**src/logic/otp_fuse_defs.vh**
```
/*
  constants for the one-time-programmable fuse register block:
  instruction codes, register widths, permission bit positions, burn timing.
  assumes inclusion by a module that uses it; definitions only.
*/
`ifndef OTP_FUSE_DEFS_VH
`define OTP_FUSE_DEFS_VH

`define IR_WIDTH 6
`define IR_AUTH_KEY_HASH 6'h18
`define IR_DECRYPT_KEY 6'h31
`define IR_UNIT_IDENTIFIER 6'h32
`define IR_USER_CODE_SHORT 6'h33
`define IR_USER_CODE_LONG 6'h19
`define IR_ACCESS_CONTROL 6'h34
`define IR_SECURITY_OPTION 6'h3B
`define IR_BYPASS 6'h3F

`define W_AUTH_KEY_HASH 384
`define W_DECRYPT_KEY 256
`define W_UNIT_IDENTIFIER 96
`define W_USER_CODE_SHORT 32
`define W_USER_CODE_LONG 128
`define W_USER_LONG_DR 176
`define W_ACCESS_CONTROL 24
`define W_SECURITY_OPTION 32
`define W_SHIFT 384

`define PB_RD_DIS_KEY 0
`define PB_RD_DIS_USER 1
`define PB_RD_DIS_SEC 2
`define PB_WR_DIS_CTRL 5
`define PB_RD_DIS_HASH 6
`define PB_WR_DIS_KEY 7
`define PB_WR_DIS_USER 8
`define PB_WR_DIS_SEC 9
`define PB_WR_DIS_HASH 15
`define PB_WR_DIS_USER_LONG 16
`define SEC_FORCE_OTP_KEY 1

`define BURN_TIME_NS 1000
`define CLK_PERIOD_NS 4

`endif

```
**src/logic/otp_fuse_register_access.v**
```verilog
/*
  fuse storage behind a test access port: seven fuse registers selected by
  6-bit instructions, shifted bit 0 first, programmed once by burning cells.
  assumes TCK is sampled as a synchronous input to CLK and edges are slow
  compared to CLK; the fuse array itself is modelled as flip-flops.
*/
`timescale 1ns/1ps
`default_nettype none
`include "otp_fuse_defs.vh"

// Contract
// - a blown cell reads 1, an untouched cell reads 0.
// - programming burns selected cells with a timed current pulse; burnt stays high.
// - a unique factory 96-bit identifier, readable over JTAG and from fabric.
// - 32-bit user code programmable over JTAG, readable over JTAG or fabric.
// - fabric sees only the short user code and the identifier; the code also exports the security-word key-select bit and burn status.
// - each register selected by instruction; programmed bits never clear.
// - authentication hash register, 384 bits, bit 0 shifted first.
// - 256-bit decrypt key, bit 0 first, selectable over battery-backed key.
// - identifier register shifts 96 factory bits, matching the fabric value.
// - short user code program and read gated by permission bits.
// - 24-bit control word sets permissions, programmable and readable over JTAG.
// - 32-bit security word, program and read gated by permission bits.
// - each register has its own 6-bit instruction code.
module otp_fuse_register_access #(
  // arbitrary value; every unit gets its own at build time
  parameter [95:0] FACTORY_ID = 96'h0123456789ABCDEF01234567,
  parameter BURN_CYCLES = (`BURN_TIME_NS + `CLK_PERIOD_NS - 1) / `CLK_PERIOD_NS
) (
  input wire CLK,
  input wire SYS_RST,
  input wire TCK,
  input wire TMS,
  input wire TDI,
  output reg TDO,
  output reg TDO_OE,
  input wire PROGRAM_EN,
  output wire PROGRAM_BUSY,
  output wire [`W_UNIT_IDENTIFIER-1:0] UNIQUE_UNIT_ID,
  output wire [`W_USER_CODE_SHORT-1:0] FABRIC_USER_CODE,
  output wire FORCE_OTP_KEY
);
  reg tck_q;
  reg [3:0] tap_q;
  reg [3:0] tap_d;
  reg [`IR_WIDTH-1:0] ir_sh_q;
  reg [`IR_WIDTH-1:0] ir_q;
  reg [`W_SHIFT-1:0] dr_q;
  reg [`W_AUTH_KEY_HASH-1:0] hash_q;
  reg [`W_DECRYPT_KEY-1:0] key_q;
  reg [`W_USER_CODE_SHORT-1:0] user_q;
  reg [`W_USER_CODE_LONG-1:0] user_long_q;
  reg [`W_ACCESS_CONTROL-1:0] perm_q;
  reg [`W_SECURITY_OPTION-1:0] sec_q;
  reg [15:0] burn_cnt_q;
  reg [2:0] burn_sel_q;
  reg [`W_SHIFT-1:0] burn_data_q;
  reg [8:0] dr_len;
  reg [`W_SHIFT-1:0] cap;
  reg wr_ok;
  wire rise = TCK & ~tck_q;
  wire fall = ~TCK & tck_q;

  localparam [2:0] SEL_NONE = 3'h0;
  localparam [2:0] SEL_HASH = 3'h1;
  localparam [2:0] SEL_KEY = 3'h2;
  localparam [2:0] SEL_USER = 3'h3;
  localparam [2:0] SEL_ULONG = 3'h4;
  localparam [2:0] SEL_CTRL = 3'h5;
  localparam [2:0] SEL_SEC = 3'h6;
  localparam [3:0] TAP_RESET = 4'h0;
  localparam [3:0] TAP_IDLE = 4'h1;
  localparam [3:0] TAP_SEL_DR = 4'h2;
  localparam [3:0] TAP_CAP_DR = 4'h3;
  localparam [3:0] TAP_SH_DR = 4'h4;
  localparam [3:0] TAP_EX1_DR = 4'h5;
  localparam [3:0] TAP_PA_DR = 4'h6;
  localparam [3:0] TAP_EX2_DR = 4'h7;
  localparam [3:0] TAP_UPD_DR = 4'h8;
  localparam [3:0] TAP_SEL_IR = 4'h9;
  localparam [3:0] TAP_CAP_IR = 4'hA;
  localparam [3:0] TAP_SH_IR = 4'hB;
  localparam [3:0] TAP_EX1_IR = 4'hC;
  localparam [3:0] TAP_PA_IR = 4'hD;
  localparam [3:0] TAP_EX2_IR = 4'hE;
  localparam [3:0] TAP_UPD_IR = 4'hF;
  reg [2:0] sel;

  // fabric view: identifier, short user code, key-select bit and burn status leave the block
  assign UNIQUE_UNIT_ID = FACTORY_ID;
  assign FABRIC_USER_CODE = user_q;
  assign FORCE_OTP_KEY = sec_q[`SEC_FORCE_OTP_KEY];
  assign PROGRAM_BUSY = (burn_cnt_q != 16'h0000);

  always @*
  begin
    case (tap_q)
      TAP_RESET: tap_d = TMS ? TAP_RESET : TAP_IDLE;
      TAP_IDLE: tap_d = TMS ? TAP_SEL_DR : TAP_IDLE;
      TAP_SEL_DR: tap_d = TMS ? TAP_SEL_IR : TAP_CAP_DR;
      TAP_CAP_DR: tap_d = TMS ? TAP_EX1_DR : TAP_SH_DR;
      TAP_SH_DR: tap_d = TMS ? TAP_EX1_DR : TAP_SH_DR;
      TAP_EX1_DR: tap_d = TMS ? TAP_UPD_DR : TAP_PA_DR;
      TAP_PA_DR: tap_d = TMS ? TAP_EX2_DR : TAP_PA_DR;
      TAP_EX2_DR: tap_d = TMS ? TAP_UPD_DR : TAP_SH_DR;
      TAP_UPD_DR: tap_d = TMS ? TAP_SEL_DR : TAP_IDLE;
      TAP_SEL_IR: tap_d = TMS ? TAP_RESET : TAP_CAP_IR;
      TAP_CAP_IR: tap_d = TMS ? TAP_EX1_IR : TAP_SH_IR;
      TAP_SH_IR: tap_d = TMS ? TAP_EX1_IR : TAP_SH_IR;
      TAP_EX1_IR: tap_d = TMS ? TAP_UPD_IR : TAP_PA_IR;
      TAP_PA_IR: tap_d = TMS ? TAP_EX2_IR : TAP_PA_IR;
      TAP_EX2_IR: tap_d = TMS ? TAP_UPD_IR : TAP_SH_IR;
      TAP_UPD_IR: tap_d = TMS ? TAP_SEL_DR : TAP_IDLE;
      default: tap_d = TAP_RESET;
    endcase
  end

  // instruction decode, capture value, length, write permission
  always @*
  begin
    sel = SEL_NONE;
    cap = {`W_SHIFT{1'b0}};
    dr_len = 9'h001;
    wr_ok = 1'b0;
    case (ir_q)
      `IR_AUTH_KEY_HASH:
      begin
        sel = SEL_HASH;
        dr_len = 9'h180;
        if (!perm_q[`PB_RD_DIS_HASH])
          cap = hash_q;
        wr_ok = ~perm_q[`PB_WR_DIS_HASH];
      end
      `IR_DECRYPT_KEY:
      begin
        sel = SEL_KEY;
        dr_len = 9'h100;
        // the key itself is never shifted back out
        wr_ok = ~perm_q[`PB_WR_DIS_KEY];
      end
      `IR_UNIT_IDENTIFIER:
      begin
        dr_len = 9'h060;
        cap[`W_UNIT_IDENTIFIER-1:0] = FACTORY_ID;
      end
      `IR_USER_CODE_SHORT:
      begin
        sel = SEL_USER;
        dr_len = 9'h020;
        if (!perm_q[`PB_RD_DIS_USER])
          cap[`W_USER_CODE_SHORT-1:0] = user_q;
        wr_ok = ~perm_q[`PB_WR_DIS_USER];
      end
      `IR_USER_CODE_LONG:
      begin
        sel = SEL_ULONG;
        dr_len = 9'h0B0;
        cap[`W_USER_CODE_LONG-1:0] = user_long_q;
        wr_ok = ~perm_q[`PB_WR_DIS_USER_LONG];
      end
      `IR_ACCESS_CONTROL:
      begin
        sel = SEL_CTRL;
        dr_len = 9'h018;
        cap[`W_ACCESS_CONTROL-1:0] = perm_q;
        wr_ok = ~perm_q[`PB_WR_DIS_CTRL];
      end
      `IR_SECURITY_OPTION:
      begin
        sel = SEL_SEC;
        dr_len = 9'h020;
        if (!perm_q[`PB_RD_DIS_SEC])
          cap[`W_SECURITY_OPTION-1:0] = sec_q;
        wr_ok = ~perm_q[`PB_WR_DIS_SEC];
      end
      default:
      begin
        dr_len = 9'h001;
      end
    endcase
  end

  always @(posedge CLK)
  begin
    if (SYS_RST)
    begin
      tck_q <= 1'b0;
      tap_q <= TAP_RESET;
      ir_sh_q <= {`IR_WIDTH{1'b0}};
      ir_q <= `IR_BYPASS;
      dr_q <= {`W_SHIFT{1'b0}};
      TDO <= 1'b0;
      TDO_OE <= 1'b0;
    end
    else
    begin
      tck_q <= TCK;
      if (rise)
      begin
        tap_q <= tap_d;
        case (tap_q)
          TAP_RESET: ir_q <= `IR_BYPASS;
          TAP_CAP_IR: ir_sh_q <= 6'h01;
          TAP_SH_IR: ir_sh_q <= {TDI, ir_sh_q[`IR_WIDTH-1:1]};
          TAP_UPD_IR: ir_q <= ir_sh_q;
          TAP_CAP_DR: dr_q <= cap;
          // bit 0 leaves first; new bit enters at the register's own top
          TAP_SH_DR:
          begin
            dr_q <= dr_q >> 1;
            dr_q[dr_len-9'h001] <= TDI;
          end
          default: dr_q <= dr_q;
        endcase
      end
      if (fall)
      begin
        TDO <= (tap_q == TAP_SH_IR) ? ir_sh_q[0] : dr_q[0];
        TDO_OE <= (tap_q == TAP_SH_IR) || (tap_q == TAP_SH_DR);
      end
    end
  end

  // fuse array: only ever ORs ones in, so a blown cell stays blown
  always @(posedge CLK)
  begin
    if (SYS_RST)
    begin
      // untouched cells read zero
      hash_q <= {`W_AUTH_KEY_HASH{1'b0}};
      key_q <= {`W_DECRYPT_KEY{1'b0}};
      user_q <= {`W_USER_CODE_SHORT{1'b0}};
      user_long_q <= {`W_USER_CODE_LONG{1'b0}};
      perm_q <= {`W_ACCESS_CONTROL{1'b0}};
      sec_q <= {`W_SECURITY_OPTION{1'b0}};
      burn_cnt_q <= 16'h0000;
      burn_sel_q <= SEL_NONE;
      burn_data_q <= {`W_SHIFT{1'b0}};
    end
    else if (burn_cnt_q != 16'h0000)
    begin
      burn_cnt_q <= burn_cnt_q - 16'h0001;
      if (burn_cnt_q == 16'h0001)
      begin
        case (burn_sel_q)
          SEL_HASH: hash_q <= hash_q | burn_data_q;
          SEL_KEY: key_q <= key_q | burn_data_q[`W_DECRYPT_KEY-1:0];
          SEL_USER: user_q <= user_q | burn_data_q[`W_USER_CODE_SHORT-1:0];
          SEL_ULONG: user_long_q <= user_long_q | burn_data_q[`W_USER_CODE_LONG-1:0];
          SEL_CTRL: perm_q <= perm_q | burn_data_q[`W_ACCESS_CONTROL-1:0];
          SEL_SEC: sec_q <= sec_q | burn_data_q[`W_SECURITY_OPTION-1:0];
          default: burn_sel_q <= SEL_NONE;
        endcase
      end
    end
    else if (rise && tap_q == TAP_UPD_DR && PROGRAM_EN && wr_ok && sel != SEL_NONE)
    begin
      // a later write can only add ones: each cell is blown once, never cleared
      burn_cnt_q <= BURN_CYCLES[15:0];
      burn_sel_q <= sel;
      burn_data_q <= dr_q;
    end
  end
endmodule
`default_nettype wire

```
**config.mk**
```make
export PLATFORM = sky130hd
export DESIGN_NAME = otp_fuse_register_access
export DESIGN_NICKNAME = d
export VERILOG_FILES = /design/src/logic/otp_fuse_register_access.v
export VERILOG_INCLUDE_DIRS = /design/src /design/src/logic
export SDC_FILE = /design/constraint.sdc
export NUM_CORES = 2
export LEC_CHECK = 0
export BUFFER_PORTS_ARGS = -buffer_cell sky130_fd_sc_hd__clkbuf_2
export CAP_MARGIN = 20
export CORE_UTILIZATION = 55
export CTS_CLUSTER_DIAMETER = 40
export DETAILED_ROUTE_END_ITERATION = 8
export PLACE_DENSITY_LB_ADDON = 0.08
export SYNTH_ARGS = -nofsm -noshare
export SYNTH_HDL_FRONTEND = slang
export SYNTH_SLANG_ARGS = --single-unit
```
**constraint.sdc**
```tcl
create_clock -name CLK -period 3.4 [get_ports CLK]
set_clock_uncertainty 0.1 [all_clocks]
set_input_delay 0.34 -clock CLK [delete_from_list [all_inputs] [get_ports CLK]]
set_output_delay 0.34 -clock CLK [all_outputs]
set_load 0.005 [all_outputs]
```
==> Word-level counts from Yosys, hierarchy flattened <==
Index checks and enable logic that the tools add are counted.
{ "totals": {"regBits": 1406, "output_inout_bits": 132} }
{ "classes": {"addsub": 2, "n_reduce_logical": 28, "n_mux": 37, "eq_ne": 31, "n_bitwise": 16, "order_cmp": 2} }
{ "op_table": {"columns": ["operator", "count"], "rows": [
  ["one-hot mux 384 bit (2 select lines)", 1],
  ["bitwise mux 384 bit", 1],
  ["2-to-1 mux 384 bit", 1],
  ["bitwise OR 384 bit", 1],
  ["2-to-1 mux 256 bit", 1],
  ["one-hot mux 64 bit (3 select lines)", 1],
  ["one-hot mux 24 bit (6 select lines)", 1],
  ["bitwise OR 128 bit", 1],
  ["2-to-1 mux 32 bit", 2],
  ["bitwise OR 32 bit", 2],
  ["one-hot mux 32 bit (2 select lines)", 1],
  ["one-hot mux 9 bit (6 select lines)", 1],
  ["one-hot mux 4 bit (12 select lines)", 1],
  ["one-hot mux 8 bit (5 select lines)", 1],
  ["== test 4 bit, second input constant", 8],
  ["2-to-1 mux 16 bit", 2],
  ["== test 6 bit, second input constant", 5],
  ["bitwise OR 24 bit", 1],
  ["one-hot mux 6 bit (2 select lines)", 2],
  ["2-to-1 mux 3 bit", 6],
  ["one-hot mux 3 bit (6 select lines)", 1],
  ["AND reduction 3 bit", 6],
  ["== test 16 x 1 -> 1 bit, second input constant", 1],
  ["== test 4 x 3 -> 1 bit, second input constant", 4],
  ["other kinds (29)", 64]
]} }

==> Logic depth before layout (Yosys ltp) <==
{ "depth": {"word_depth": 10, "mapped_depth": 10, "ltp_nobuf": 8} }

==> Worst setup path after synthesis <==
No wires, ideal clock.
{ "synth_path": {"kind": "reg-to-reg", "from": "reg burn_cnt_q[0]", "to": "reg burn_data_q[377]", "arrival_ns": 2.297, "path_stages_with_launch": 10, "n_path_buf": 2, "setup_slack_ns": 0.871, "path_cell_list": "dfxtp_1 inv_1 ha_1 or4b_1 nor4_2 inv_2 clkbuf_1 clkbuf_1 o31ai_1 a21oi_1"} }
{ "synth_via": {"elab_chain_cells": 3} }
{ "synth_rtl": {"columns": ["item", "line_no", "text"], "rows": [
  ["start: declaration", "otp_fuse_register_access.v:55", "reg [15:0] burn_cnt_q;"],
  ["start signal: assignment", "otp_fuse_register_access.v:242", "burn_cnt_q <= burn_cnt_q - 16'h0001;"],
  ["start signal: assignment", "otp_fuse_register_access.v:259", "burn_cnt_q <= BURN_CYCLES[15:0];"],
  ["nonzero test 16 bit", null, null],
  ["via PROGRAM_BUSY", "otp_fuse_register_access.v:38", "output wire PROGRAM_BUSY,"],
  ["NOT 1 bit (no line)", null, null],
  ["AND reduction 2 bit (no line)", null, null],
  ["end signal: assignment", "otp_fuse_register_access.v:238", "burn_data_q <= {`W_SHIFT{1'b0}};"],
  ["end signal: assignment", "otp_fuse_register_access.v:261", "burn_data_q <= dr_q;"],
  ["end: declaration", "otp_fuse_register_access.v:57", "reg [`W_SHIFT-1:0] burn_data_q;"]
]} }
The timed path passes the listed nets, and every way through them passes these cells.
A chain may end at the register's enable or synchronous reset.

==> Worst setup path after layout <==
{ "layout_path": {"from": "reg burn_cnt_q[0]", "to": "out PROGRAM_BUSY"} }
{ "layout_via": {"elab_chain_cells": 1} }
{ "layout_rtl": {"columns": ["item", "line_no", "text"], "rows": [
  ["nonzero test 16 bit", "otp_fuse_register_access.v:93", "assign PROGRAM_BUSY = (burn_cnt_q != 16'h0000);"],
  ["end: declaration", "otp_fuse_register_access.v:38", null]
]} }
No other way between the ends.

==> impl_metrics.py <==
metrics = {
    "die": {
        "core_area_sq_um": 98280,
        "die_w_um": 316.6,
        "fp.dieH_um": 316.6,
        "row_count": 115,
        "start_util_pct": 55.39,
        "dieArea_sq_um": 100200,
        "io_pins": 138,
    },
    "cells_and_area": {
        "multi_input_area_sq_um": 23170,
        "finalNonFillerCells": 7329,
        "synthToLayoutAreaGrowth_pct": 13.48,
        "layout-drive-gt1-share_pct": 9.335,
        "n_fill_cell": 8332,
        "final_nets": 5909,
        "diodes": 0,
        "regArea_sq_um": 28150,
    },
    "power": {
        "p_leak_nw": 21.23,
        "switching_share_pct": 25.83,
        "p_clk_share_pct": 48.4,
        "combPwrFrac_pct": 8.5,
        "pwr-share-seq_pct": 43.2,
        "power.density_nw_per_um2": 624.7,
        "p_sw_w": 0.009966,
        "irDropWorstVdd_mv": 0.5227,
        "intPower_w": 0.02862,
    },
    "timing": {
        "slew_headroom_pct": 38.74,
        "max_freq_mhz": 297.9,
        "setup_viol_count_final": 0,
        "hold_viol_final": 0,
        "maxSlewViolCount": 0,
        "min_period_ns": 3.357,
        "min_period_over_period_pct": 98.73,
        "worst_pin_slew_ns": 0.9189,
        "rsz0062_at_grt": "false",
        "fin_tns_setup_ns": 0,
    },
    "yosys": {
        "synth_async_sr_flop_share_pct": 0,
        "synth_enable_flop_cells": 0,
        "synth.area.top_cells": "dfxtp_1 (52%), a21oi_1 (9.8%), nor2_1 (6.7%)",
        "synth_ff_type": "dfxtp_1",
        "yosysTopAreaCellShare_pct": 51.70,
        "yosys_warnings": 0,
        "ys_seq_area_share_pct": 51.70,
        "synthCells": 6211,
        "synth_largest_area_cell": "dfxtp_1",
        "synth-seq-cells": 1406,
        "netlist_area_sq_um": 54440,
        "synth.most_common_cell": "dfxtp_1",
        "synth_cell_types": 69,
        "synth_commonest_cells": "dfxtp_1 (1406), a21oi_1 (1067), nor2_1 (974)",
        "syn_avg_cell_area_sq_um": 8.765,
    },
    "route": {
        "wire_per_inst_um": 20.62,
        "vias_per_cell": 6.512,
        "drc": 0,
        "first_pass_iters": 5,
        "drt_iter0_markers": 4441,
        "ant_nets": 0,
        "wl_um": 151100,
        "vias": 47720,
    },
    "grt": {
        "grt_pass1_vias": 44880,
        "antenna_found_initial": 0,
        "grt_pass1_wl_um": 244900,
        "grt_overflow": 0,
        "grt_max_degree": 149,
        "grt_usage_pct": 29.28,
    },
    "clocking": {
        "cts.sinks": 1406,
        "clockBufferDepth": 3,
        "h-tree-depth": 4,
        "clkTransAtPathRegs_ns": 0.06,
        "root_buffer": "clkbuf_16",
        "clkLatencyLatePin_ns": 0.78,
        "cts_tree": "yes",
        "cts_made_buffers": 172,
    },
    "critical_path": {
        "worst-path-max-fanout": 100,
        "endpoint_kind": "output pin",
        "crit_end": "PROGRAM_BUSY",
        "max_stage_delay_ns": 0.53,
        "reg2reg_setup_slack_ns": 0.40,
        "cp.required_ns": 2.96,
        "crit_slowest_cell": "or4b_4",
        "path_depth": 7,
        "crit_family": "simple AND/OR/NAND/NOR gates",
        "startpoint": "burn_cnt_q[0]$_SDFFE_PP0P_",
        "crit_buf_inv": 4,
        "path_class": "flop to output pin",
        "worstPathCellList": "inv_1, ha_1, or4b_4, nor4_4, buf_12, inv_12, clkbuf_2",
        "reg2reg_from": "burn_cnt_q[11]$_SDFFE_PP0P_",
        "r2r_cells": 6,
        "startpoint_type": "flop",
        "cp.arrival_ns": 2.92,
        "r2r_end": "hash_q[134]$_SDFFE_PP0P_",
    },
    "placed_design": {
        "place.gp.congestion": 0.7910,
        "dp_cells": 7010,
        "place_hpwl_um": 77270,
        "portBuffers": 41,
    },
    "status": {
        "outcome": "finished clean",
    },
    "min_path": {
        "hp-class": "input pin to flop",
    },
    "job": {
        "maxCapViolCount": 0,
    },
}
==> cell usage in the layout (no fill, tap or decap), types with 16 or more instances in the layout <==
| cell | count |
|---|---|
| clkbuf_2 | 40 |
| nand3b_1 | 29 |
| clkbuf_16 | 173 |
| buf_4 | 93 |
| nand4_1 | 387 |
| o211ai_1 | 44 |
| dfxtp_1 | 1405 |
| clkinvlp_4 | 20 |
| a221o_1 | 66 |
| a31oi_1 | 16 |
| nor3b_1 | 29 |
| o21ai_0 | 22 |
| bufinv_16 | 17 |
| clkinv_2 | 24 |
| nor2_1 | 974 |
| o41ai_1 | 25 |
| clkbuf_1 | 19 |
| nor3_1 | 332 |
| a221oi_1 | 345 |
| nand2_1 | 57 |
| a22o_1 | 38 |
| a21oi_1 | 1067 |
| clkbuf_8 | 27 |
| conb_1 | 96 |
| o31ai_1 | 384 |
| nand3_1 | 21 |
| buf_12 | 96 |
==> routing by layer <==
| metal | track usage (%) | part of all wire [%] | vias up |
|---|---|---|---|
| met5 | 0 | 0 | - |
| met4 | 7.845 | 1.5 | 0 |
| met3 | 4.016 | 6.0 | 211 |
| li1 | - | - | 22280 |
| met2 | 46.61 | 46 | 1651 |
| met1 | 41.62 | 46 | 23590 |
==> worst min-delay path by stage <==
stage                             start                             to  cells past startpoint
2_1_floorplan    hash_q[0]$_SDFFE_PP0P_         hash_q[0]$_SDFFE_PP0P_                      2
3_3_place_gp    hash_q[18]$_SDFFE_PP0P_        hash_q[18]$_SDFFE_PP0P_                      2
3_5_place_dp   hash_q[383]$_SDFFE_PP0P_       hash_q[383]$_SDFFE_PP0P_                      2
4_1_cts                      PROGRAM_EN    burn_data_q[6]$_SDFFE_PP0P_                      6
5_1_grt                      PROGRAM_EN  burn_data_q[383]$_SDFFE_PP0P_                      6
6_report                     PROGRAM_EN    burn_data_q[6]$_SDFFE_PP0P_                      6
==> power groups by stage <==
stage	combinational, W	sequential [W]	clock (W)
after floorplan	0.00201	0.0170	0
after global placement	0.00324	0.0170	0
after detailed placement	0.00322	0.0170	0
after CTS	0.00323	0.0167	0.0189
after global routing	0.00347	0.0167	0.0196
final	0.00328	0.0167	0.0187
==> through the flow <==
step | setup slack (ns) | area (sq um) | hold WS (ns) | util [%] | total power [W]
after floorplan | 0.8711 | 54790 | 0.3287 | - | 0.01899
after global placement | 0.3952 | 55820 | 0.3373 | 56.80 | 0.02025
after detailed placement | 0.3805 | 55820 | 0.3498 | 56.80 | 0.02023
after CTS | 0.02467 | 61770 | 0.1559 | 62.86 | 0.03880
after global routing | 0.004865 | 61780 | 0.2215 | 62.86 | 0.03978
final | 0.04328 | 61780 | 0.2110 | 62.86 | 0.03859
==> cell families after synthesis <==
kind of cell / synth area share (%)
AO/OA/AOI/OAI: 24.72
multiplexers: 0.2184
adder cells (fa/ha/maj): 0.04596
other: 0.01380
buffers and inverters: 6.656
XOR/XNOR: 0.1287
flip-flops: 51.70
AND/OR/NAND/NOR: 16.52
==> tightest hold or removal path, delay by kind of cell <==
family / cells / cell delay [ns]
and+or+nand+nor: 3 / 0.30
buffers and inverters: 1 / 0.08
AOI/OAI and AO/OA: 2 / 0.30
==> timing repair <==
action                     in CTS  in global routing
gates resized for setup         1                  2
buffers inserted                1                  0
hold endpoints to repair       47                  0
setup endpoints to repair       1                  1
pin swaps                       1                  0
hold buffers                    4                  0
==> state kept, by name, summed over array words and instances (netlist names) <==
register          flops
burn_cnt_q           16
perm_q               24
FABRIC_USER_CODE     32
user_long_q         128
ir_sh_q               6
dr_q                384
tap_q                 4
sec_q                32
hash_q              384
burn_sel_q            3
burn_data_q         384
TDO                   1
ir_q                  6
TDO_OE                1
tck_q                 1
==> final cells by class <==
cell class / instances / share of cell area, %
clock buffers: 219 / 7.725
clock inverters: 96 / 1.855
inverters: 12 / 0.09317
multi-input cells: 4075 / 37.50
flip-flops and latches: 1406 / 45.56
well taps: 1287 / 2.607
repair buffers: 234 / 4.654
(Power assumes the default switching activity.)
